<file path="config.mk">
export PLATFORM = sky130hd
export DESIGN_NAME = ssc_top
export DESIGN_NICKNAME = d
export VERILOG_FILES = /design/src/core/ssc_pkg.sv /design/src/core/ssc_top.sv
export SDC_FILE = /design/constraint.sdc
export NUM_CORES = 1
export LEC_CHECK = 0
export BUFFER_PORTS_ARGS = -buffer_cell sky130_fd_sc_hd__buf_2
export CORE_ASPECT_RATIO = 0.5
export CORE_UTILIZATION = 54
export CTS_BUF_LIST = sky130_fd_sc_hd__clkbuf_16
export CTS_CLUSTER_DIAMETER = 60
export DETAILED_ROUTE_END_ITERATION = 8
export HOLD_SLACK_MARGIN = 0.15
export MAX_ROUTING_LAYER = met4
export PLACE_DENSITY = 0.88
export SYNTH_ARGS = -nofsm -noshare
export SYNTH_HDL_FRONTEND = slang
export SYNTH_SLANG_ARGS = --single-unit
</file>
<file path="constraint.sdc">
create_clock -name sys_clk_i -period 14 [get_ports sys_clk_i]
set_clock_uncertainty 0.1 [all_clocks]
set_input_delay 2.8 -clock sys_clk_i [delete_from_list [all_inputs] [get_ports sys_clk_i]]
set_output_delay 2.8 -clock sys_clk_i [all_outputs]
set_load 0.01 [all_outputs]
</file>
<file path="src/core/ssc_pkg.sv">
// Constants and types for the signal supervision comparator
package ssc_pkg;
  localparam int VAL_W = 32;
  localparam int CMP_W = 34;
  localparam int MODE_W = 4;
  localparam int ACT_W = 2;
  localparam int FTIME_W = 15;
  localparam int CODE_W = 16;
  localparam logic [FTIME_W-1:0] FTIME_MAX = 15'h7530;
  localparam logic [VAL_W-1:0] HYST_MAX = 32'h0098_9680;
  localparam logic [VAL_W-1:0] LIMIT_MAX = 32'h7FFF_FFD0;
  localparam int CLK_FREQ_MHZ = 200;
  localparam int TICK_TIME_US = 1000;
  localparam int TICK_CYCLES = TICK_TIME_US * CLK_FREQ_MHZ;
  localparam logic [CODE_W-1:0] CODE_NONE = 16'h0000;
  localparam logic [CODE_W-1:0] CODE_WARN = 16'hA8B5;
  localparam logic [CODE_W-1:0] CODE_FAULT = 16'h80B5;
  localparam logic [CODE_W-1:0] CODE_FAULT_RUN = 16'h80B0;
  localparam logic [MODE_W-1:0] MODE_RESET = 4'h0;
  localparam logic [ACT_W-1:0] ACT_RESET = 2'h0;

  typedef enum logic [MODE_W-1:0] {
    SSC_OFF = 4'h0,
    SSC_LOW = 4'h1,
    SSC_HIGH = 4'h2,
    SSC_ABS_LOW = 4'h3,
    SSC_ABS_HIGH = 4'h4,
    SSC_BOTH = 4'h5,
    SSC_ABS_BOTH = 4'h6,
    SSC_LATCH = 4'h7,
    SSC_LOW_FALL = 4'h8,
    SSC_HIGH_RISE = 4'h9
  } ssc_mode_e;

  typedef enum logic [ACT_W-1:0] {
    SSC_ACT_NONE = 2'h0,
    SSC_ACT_WARN = 2'h1,
    SSC_ACT_FAULT = 2'h2,
    SSC_ACT_FAULT_RUN = 2'h3
  } ssc_act_e;
endpackage : ssc_pkg

</file>
<file path="src/core/ssc_top.sv">
// One signal supervision channel: selector, filter, comparator, action
`timescale 1ns/1ps
module ssc_top #(
  parameter int NSRC = 8,
  parameter int SEL_W = 3,
  parameter int TICK_CYC = ssc_pkg::TICK_CYCLES
) (
  input wire logic sys_clk_i,
  input wire logic sys_rst_i,
  input wire logic [NSRC*ssc_pkg::VAL_W-1:0] src_vec_i,
  input wire logic [SEL_W-1:0] src_sel_i,
  input wire logic [ssc_pkg::MODE_W-1:0] mode_i,
  input wire logic [ssc_pkg::ACT_W-1:0] action_i,
  input wire logic [ssc_pkg::FTIME_W-1:0] filt_time_i,
  input wire logic signed [ssc_pkg::VAL_W-1:0] low_lim_i,
  input wire logic signed [ssc_pkg::VAL_W-1:0] high_lim_i,
  input wire logic [ssc_pkg::VAL_W-1:0] hyst_i,
  input wire logic motor_run_i,
  input wire logic fault_clr_i,
  output logic status_o,
  output logic warn_o,
  output logic [ssc_pkg::CODE_W-1:0] warn_code_o,
  output logic fault_o,
  output logic [ssc_pkg::CODE_W-1:0] fault_code_o,
  output logic signed [ssc_pkg::VAL_W-1:0] filt_val_o
);
  import ssc_pkg::*;

  // ==========================================================
  // Settings, clamped to their legal ranges
  // ==========================================================
  logic [FTIME_W-1:0] ftime;
  logic [VAL_W-1:0] hyst;
  logic signed [VAL_W-1:0] lo_lim;
  logic signed [VAL_W-1:0] hi_lim;

  function automatic logic signed [VAL_W-1:0] clamp_lim(input logic signed [VAL_W-1:0] v);
    logic signed [VAL_W-1:0] mx;
    mx = $signed(LIMIT_MAX);
    if (v > mx) begin
      clamp_lim = mx;
    end else if (v < -mx) begin
      clamp_lim = -mx;
    end else begin
      clamp_lim = v;
    end
  endfunction : clamp_lim

  always_comb begin
    ftime = (filt_time_i > FTIME_MAX) ? FTIME_MAX : filt_time_i;
    hyst = (hyst_i > HYST_MAX) ? HYST_MAX : hyst_i;
    lo_lim = clamp_lim(low_lim_i);
    hi_lim = clamp_lim(high_lim_i);
  end

  // ==========================================================
  // Signal selection
  // ==========================================================
  // Index 0 is the constant zero source whatever src_vec_i carries
  logic signed [VAL_W-1:0] sel_val;

  always_comb begin
    sel_val = '0;
    for (int i = 1; i < NSRC; i++) begin
      if (src_sel_i == SEL_W'(i)) begin
        sel_val = src_vec_i[i*VAL_W +: VAL_W];
      end
    end
  end

  // ==========================================================
  // Millisecond tick for the filter
  // ==========================================================
  logic [$clog2(TICK_CYC+1)-1:0] tick_cnt_q;
  logic tick_q;

  always_ff @(posedge sys_clk_i) begin
    if (sys_rst_i) begin
      tick_cnt_q <= '0;
      tick_q <= 1'b0;
    end else if (tick_cnt_q == ($clog2(TICK_CYC+1))'(TICK_CYC - 1)) begin
      tick_cnt_q <= '0;
      tick_q <= 1'b1;
    end else begin
      tick_cnt_q <= tick_cnt_q + 1'b1;
      tick_q <= 1'b0;
    end
  end

  // ==========================================================
  // First-order filter
  // ==========================================================
  // The divide by (tau+1) is a right shift by floor(log2(tau+1)):
  // cheap, at the cost of time constants rounded down to powers of two.
  logic [4:0] fshift;
  logic signed [VAL_W:0] fdiff;
  logic signed [VAL_W:0] fstep;
  logic signed [VAL_W-1:0] filt_q;

  function automatic logic [4:0] log2_floor(input logic [FTIME_W:0] v);
    logic [4:0] r;
    r = '0;
    for (int b = 0; b <= FTIME_W; b++) begin
      if (v[b]) begin
        r = 5'(b);
      end
    end
    log2_floor = r;
  endfunction : log2_floor

  always_comb begin
    fshift = log2_floor({1'b0, ftime} + 16'h0001);
    fdiff = $signed({sel_val[VAL_W-1], sel_val}) - $signed({filt_q[VAL_W-1], filt_q});
    fstep = fdiff >>> fshift;
  end

  always_ff @(posedge sys_clk_i) begin
    if (sys_rst_i) begin
      filt_q <= '0;
    end else if (ftime == '0) begin
      filt_q <= sel_val;
    end else if (tick_q) begin
      filt_q <= VAL_W'(filt_q + fstep);
    end
  end

  // ==========================================================
  // Thresholds with half the hysteresis on each side
  // ==========================================================
  logic signed [CMP_W-1:0] sig;
  logic signed [CMP_W-1:0] half;
  logic signed [CMP_W-1:0] lo_m;
  logic signed [CMP_W-1:0] lo_p;
  logic signed [CMP_W-1:0] hi_m;
  logic signed [CMP_W-1:0] hi_p;
  logic signed [CMP_W-1:0] a_sig;
  logic signed [CMP_W-1:0] a_lo_m;
  logic signed [CMP_W-1:0] a_lo_p;
  logic signed [CMP_W-1:0] a_hi_m;
  logic signed [CMP_W-1:0] a_hi_p;

  function automatic logic signed [CMP_W-1:0] mag(input logic signed [CMP_W-1:0] v);
    mag = (v < 0) ? -v : v;
  endfunction : mag

  // Two spare bits keep a clamped limit plus half the hysteresis from wrapping
  always_comb begin
    sig = CMP_W'(filt_q);
    half = $signed({2'b00, hyst >> 1});
    lo_m = CMP_W'(lo_lim) - half;
    lo_p = CMP_W'(lo_lim) + half;
    hi_m = CMP_W'(hi_lim) - half;
    hi_p = CMP_W'(hi_lim) + half;
    a_sig = mag(sig);
    a_lo_m = mag(lo_m);
    a_lo_p = mag(lo_p);
    a_hi_m = mag(hi_m);
    a_hi_p = mag(hi_p);
  end

  // ==========================================================
  // Comparator condition
  // ==========================================================
  logic cond_q;
  logic cond_d;
  logic fall_arm_q;
  logic rise_arm_q;

  always_comb begin
    cond_d = cond_q;
    case (ssc_mode_e'(mode_i))
      SSC_OFF: begin
        cond_d = 1'b0;
      end
      SSC_LOW: begin
        if (sig < lo_m) begin
          cond_d = 1'b1;
        end else if (sig > lo_p) begin
          cond_d = 1'b0;
        end
      end
      SSC_HIGH: begin
        if (sig > hi_p) begin
          cond_d = 1'b1;
        end else if (sig < hi_m) begin
          cond_d = 1'b0;
        end
      end
      // Modes 3 and 4 weigh magnitudes against one limit only
      SSC_ABS_LOW: begin
        if (a_sig < a_lo_m) begin
          cond_d = 1'b1;
        end else if (a_sig > a_lo_p) begin
          cond_d = 1'b0;
        end
      end
      SSC_ABS_HIGH: begin
        if (a_sig > a_hi_p) begin
          cond_d = 1'b1;
        end else if (a_sig < a_hi_m) begin
          cond_d = 1'b0;
        end
      end
      SSC_BOTH: begin
        if (sig > hi_p || sig < lo_m) begin
          cond_d = 1'b1;
        end else if (sig < hi_m && sig > lo_p) begin
          cond_d = 1'b0;
        end
      end
      SSC_ABS_BOTH: begin
        if (a_sig > a_hi_p || a_sig < a_lo_m) begin
          cond_d = 1'b1;
        end else if (a_sig < a_hi_m && a_sig > a_lo_p) begin
          cond_d = 1'b0;
        end
      end
      SSC_LATCH: begin
        if (sig > hi_p) begin
          cond_d = 1'b1;
        end else if (sig < lo_m) begin
          cond_d = 1'b0;
        end else begin
          cond_d = cond_q;
        end
      end
      SSC_LOW_FALL: begin
        if (sig > lo_p) begin
          cond_d = 1'b0;
        end else if (fall_arm_q && sig < lo_m) begin
          cond_d = 1'b1;
        end
      end
      SSC_HIGH_RISE: begin
        if (sig < hi_m) begin
          cond_d = 1'b0;
        end else if (rise_arm_q && sig > hi_p) begin
          cond_d = 1'b1;
        end
      end
      default: begin
        cond_d = 1'b0;
      end
    endcase
  end

  always_ff @(posedge sys_clk_i) begin
    if (sys_rst_i) begin
      cond_q <= 1'b0;
    end else begin
      cond_q <= cond_d;
    end
  end

  // Arm flags remember that the signal was last seen on the far side of
  // the band, so a slow pass through the band still counts as a crossing.
  // They track in every mode, so switching into an edge mode needs no warm-up.
  always_ff @(posedge sys_clk_i) begin
    if (sys_rst_i) begin
      fall_arm_q <= 1'b0;
    end else if (sig > lo_p) begin
      fall_arm_q <= 1'b1;
    end else if (sig < lo_m) begin
      fall_arm_q <= 1'b0;
    end
  end

  always_ff @(posedge sys_clk_i) begin
    if (sys_rst_i) begin
      rise_arm_q <= 1'b0;
    end else if (sig < hi_m) begin
      rise_arm_q <= 1'b1;
    end else if (sig > hi_p) begin
      rise_arm_q <= 1'b0;
    end
  end

  // ==========================================================
  // Warning and fault actions
  // ==========================================================
  logic rise;
  logic trip;
  logic [CODE_W-1:0] trip_code;

  always_comb begin
    rise = cond_d & ~cond_q;
    trip = 1'b0;
    trip_code = CODE_NONE;
    case (ssc_act_e'(action_i))
      SSC_ACT_FAULT: begin
        trip = rise;
        trip_code = CODE_FAULT;
      end
      SSC_ACT_FAULT_RUN: begin
        trip = rise & motor_run_i;
        trip_code = CODE_FAULT_RUN;
      end
      default: begin
        trip = 1'b0;
      end
    endcase
  end

  // Status follows the comparison alone
  always_ff @(posedge sys_clk_i) begin
    if (sys_rst_i) begin
      status_o <= 1'b0;
      filt_val_o <= '0;
    end else begin
      status_o <= cond_d;
      filt_val_o <= filt_q;
    end
  end

  // Warning is a plain level and needs no clear, unlike the latched fault
  always_ff @(posedge sys_clk_i) begin
    if (sys_rst_i) begin
      warn_o <= 1'b0;
      warn_code_o <= CODE_NONE;
    end else if (cond_d && action_i == SSC_ACT_WARN) begin
      warn_o <= 1'b1;
      warn_code_o <= CODE_WARN;
    end else begin
      warn_o <= 1'b0;
      warn_code_o <= CODE_NONE;
    end
  end

  // A new trip in the clearing cycle wins over the clear
  always_ff @(posedge sys_clk_i) begin
    if (sys_rst_i) begin
      fault_o <= 1'b0;
      fault_code_o <= CODE_NONE;
    end else if (trip) begin
      fault_o <= 1'b1;
      fault_code_o <= trip_code;
    end else if (fault_clr_i) begin
      fault_o <= 1'b0;
      fault_code_o <= CODE_NONE;
    end
  end
endmodule : ssc_top

</file>
==> impl_results.md <==
- Outcome: complete, no violations
- Vias in the first global route: 27,500
- Synth Area in Compound Gates: 0.277
- H-Tree Level Count: 3
- I/O pin count: roughly 450
- Synth Area in Adders: 0.210
- Core area: a little under 50,000 um^2
- WS Path Type: in2reg
- Seq/Total Area, Yosys: 0.0651
- Pleak: 0.0149 uW
- Final-report hold violation count: 0
- Drt drc: 0
- Cts hold-fix bufs: 0
- Clock root cell: clkbuf_16
- Critical path's top delay family: compound AO/OA/AOI/OAI gates
- Total Die Area: roughly 52,000 um^2
- Number of flops mapped to enable cells by yosys: 0
- Routed WL: between 100 and 150 mm
- Syn. warnings: 0
- Pwr Density: between 50 and 60 nW/um^2
- Post-Syn Area: 27,400 um^2
- Multi-input gate area: 24,100 um^2
- Row count: 57
- Synthesized area per cell: approximately 7.4 um^2
- Multiplexer share of the synthesized area: 0.0620
- GPL Wtd Cong: approximately 1.0
- First-pass GRT wire length: 154 mm
- Crit share post-route: 0.886
- IR Drop Worst-Case VDD: approximately 65 uV
- DR vias: between 30,000 and 40,000
- Post-synthesis xor/xnor area fraction: 0.109
- Largest net degree at the start of global routing: 59
- Critical path buffers and inverters: 7
- Worst slew pin tran: 1.39 ns
- Crit path max fanout: 13
- Distinct cells, synth: 120
- Syn-to-layout area delta: 10.3%
- R2R cell count: 33
- Hold_sp: fall_arm_q$_SDFFE_PP0P_
- Clk sinks: between 80 and 90
- IO Port Bufs: 396
- WP data arrival: 12.59 ns
- Hold Crit Depth: 2
- Gr ovfl total: 0
- Ys async rst share: 0
- Worst-Skew Late Latency: roughly 0.40 ns
- Fmax: 80.6 MHz
- Synth Register Bits: slightly below 90
- Worst EP required: about 14 ns
- CTS clk-pin slew, worst paths: around 0.09 ns
- Worst rel slew slack: 0.0638
- Slowest stage delay, CP: about 0.60 ns
- Vias per cell: around 6.4
- Total Power: about 1800 uW
- Tmin final: approximately 12 ns
- Max capacitance violation total: 0
- Worst path most repeated cell: a21oi_1
- Dpl hpwl: around 85 mm
- Prevailing post-synth register cell: dfxtp_1
- Post-CTS Setup Bufs: 0
- Starting density of the core: 0.555
- Worst setup SP type: primary input
- RSZ-0062 raised after global routing: false
- Largest family of logic cells by synthesized area: compound AO/OA/AOI/OAI gates
- RR Startpoint: filt_q[1]$_SDFFE_PP0P_
- Clock buffer count from CTS: 9
- Hold Path End: fall_arm_q$_SDFFE_PP0P_
- CTS tree: yes
- Slowest-stage cell, CP: o31ai_4
- R2R Path End: filt_q[29]$_SDFFE_PP0P_
- Crit path capture type: flip-flop
- Antenna violations before repair: 4
- # resized after CTS: 0
- Die H: 161 um
- Clock Tree Buf Depth: 2
- Final setup TNS: 0 ns
- Cells after Synth: between 3,000 and 4,000
- Total track usage: 0.389
- Register-to-register setup slack: between 5 and 6 ns
- Initial DRC Count: 3,436
- Flip-flop and latch area: roughly 1800 um^2
- Fill cell count: 4,542
- Fin nets: approximately 4,900
- Final setup viols: 0
- Slew Limit Fails: 0
- ANT nets after route: 0
- HP Class: reg2reg
- Synth Area in Simple Gates: 0.214
- Die W: 320 um
- Drt wl/cell: ~22 um
- Share of layout cells above drive strength 1: 0.150
- DRT Pass-1 Iters: 6
layout make-up:
class	instances	share of cell area
clock buffer	9	0.00746
inverter	218	0.0271
clock inverter	6	0.00303
multi-input combinational	3276	0.799
tap	678	0.0281
timing repair buffer	435	0.0755
antenna	3	0.000249
sequential	89	0.0591
cells in the mapped netlist (28+ instances only):
cell,number,area share
ha_1,451,0.21
nor2_1,342,0.047
a21oi_1,281,0.051
xnor2_1,221,0.071
nand2_1,220,0.030
inv_1,212,0.029
o21ai_0,210,0.038
a21o_1,135,0.037
mux2i_1,121,0.044
clkbuf_1,115,0.016
xor2_1,101,0.032
dfxtp_1,89,0.065
nand4_1,85,0.019
nand3_1,78,0.014
nor2b_1,73,0.017
nor3_1,72,0.013
nand2b_1,62,0.014
a31oi_1,51,0.012
o21a_1,51,0.014
a211oi_1,47,0.013
mux2_2,43,0.018
and3_1,40,0.0091
a22oi_1,36,0.0099
buf_4,35,0.0096
o21bai_1,34,0.0093
a221o_1,33,0.012
o31ai_1,33,0.0091
nor4_1,30,0.0069
or3_1,28,0.0064
where the power goes:
part / total (uW) / internal [uW] / leakage (uW) / switching, uW
Sequential: 256 / 255 / 0.000718 / 1.77
Clock: 292 / 157 / 0.000151 / 135
Combinational: 1260 / 494 / 0.0140 / 767
worst reg2reg max path: cells and delay by family, from the launching register on:
family                     cells  cell delay [ns]
DFF                            1             0.62
muxes                          3             0.53
buffers and inverters          1             0.27
adders and majority gates      2             0.80
AOI/OAI and AO/OA             18             4.81
xor gates and xnor gates       1             0.20
and+or+nand+nor                8             1.09
through the flow:
step	setup WS (ns)	utilization	area, um^2	hold slack, ns	cells
4_1_cts	1.98	0.612	30200	0.365	4711
3_3_place_gp	1.75	0.606	29800	0.344	4696
2_1_floorplan	3.05	-	27600	0.330	3772
6_report	1.59	0.612	30200	0.367	4714
5_1_grt	1.07	0.612	30200	0.399	4714
3_5_place_dp	1.59	0.606	29800	0.353	4696
cell usage in the layout, fill, tap and decap left out, types with 28 or more instances in the layout:
cell type,n
ha_1,451
buf_2,395
nor2_1,342
a21oi_1,281
xnor2_1,221
nand2_1,220
inv_1,212
o21ai_0,210
a21o_1,135
mux2i_1,121
xor2_1,101
dfxtp_1,88
nand4_1,85
nand3_1,78
nor3_1,72
nor2b_1,71
conb_1,64
nand2b_1,62
a31oi_1,51
o21a_1,50
a211oi_1,47
mux2_2,43
and3_1,40
buf_4,40
a22oi_1,36
o21bai_1,34
o31ai_1,33
a221o_1,33
nor4_1,30
or3_1,28
how the worst max path moves through the flow:
stage | startpoint | to | slack, ns | cells after the start
floorplan | src_sel_i[1] | filt_q[29]$_SDFFE_PP0P_ | 3.05 | 40
global placement | hyst_i[18] | fault_code_o[2]$_SDFFE_PP0P_ | 1.75 | 41
detailed placement | hyst_i[18] | fault_code_o[2]$_SDFFE_PP0P_ | 1.59 | 42
CTS | low_lim_i[8] | fault_o$_SDFFE_PP0P_ | 1.98 | 39
global route | high_lim_i[0] | fault_code_o[2]$_SDFFE_PP0P_ | 1.07 | 38
finish | hyst_i[18] | fault_code_o[2]$_SDFFE_PP0P_ | 1.59 | 42
routing by layer:
layer / wire length [um] / vias to the layer above / part of all wire / GRT usage
li1: - / 14200 / - / -
met1: 42100 / 14000 / 0.41 / 0.492
met2: 44800 / 1577 / 0.44 / 0.611
met3: 11000 / 238 / 0.11 / 0.0815
met4: 4020 / 0 / 0.039 / 0.141
met5: 0 / - / 0 / -
registers in the layout (all words and copies together) (netlist names):
register / cells
status_o: 1
fall_arm_q: 1
fault_o: 1
fault_code_o: 1
tick_cnt_q: 18
filt_q: 32
tick_q: 1
warn_code_o: 1
filt_val_o: 32
rise_arm_q: 1
cell families (layout without fill, tap and decap cells):
kind of cell             count (synthesis)  after routing
AND/OR/NAND/NOR                       1143           1143
AO/OA/AOI/OAI                         1116           1116
adder cells (fa/ha/maj)                457            457
buffers and inverters                  407            668
XOR/XNOR                               332            332
multiplexers                           164            164
flip-flops                              89             89
other                                    2             67
Power figures use the tool's default switching activity.
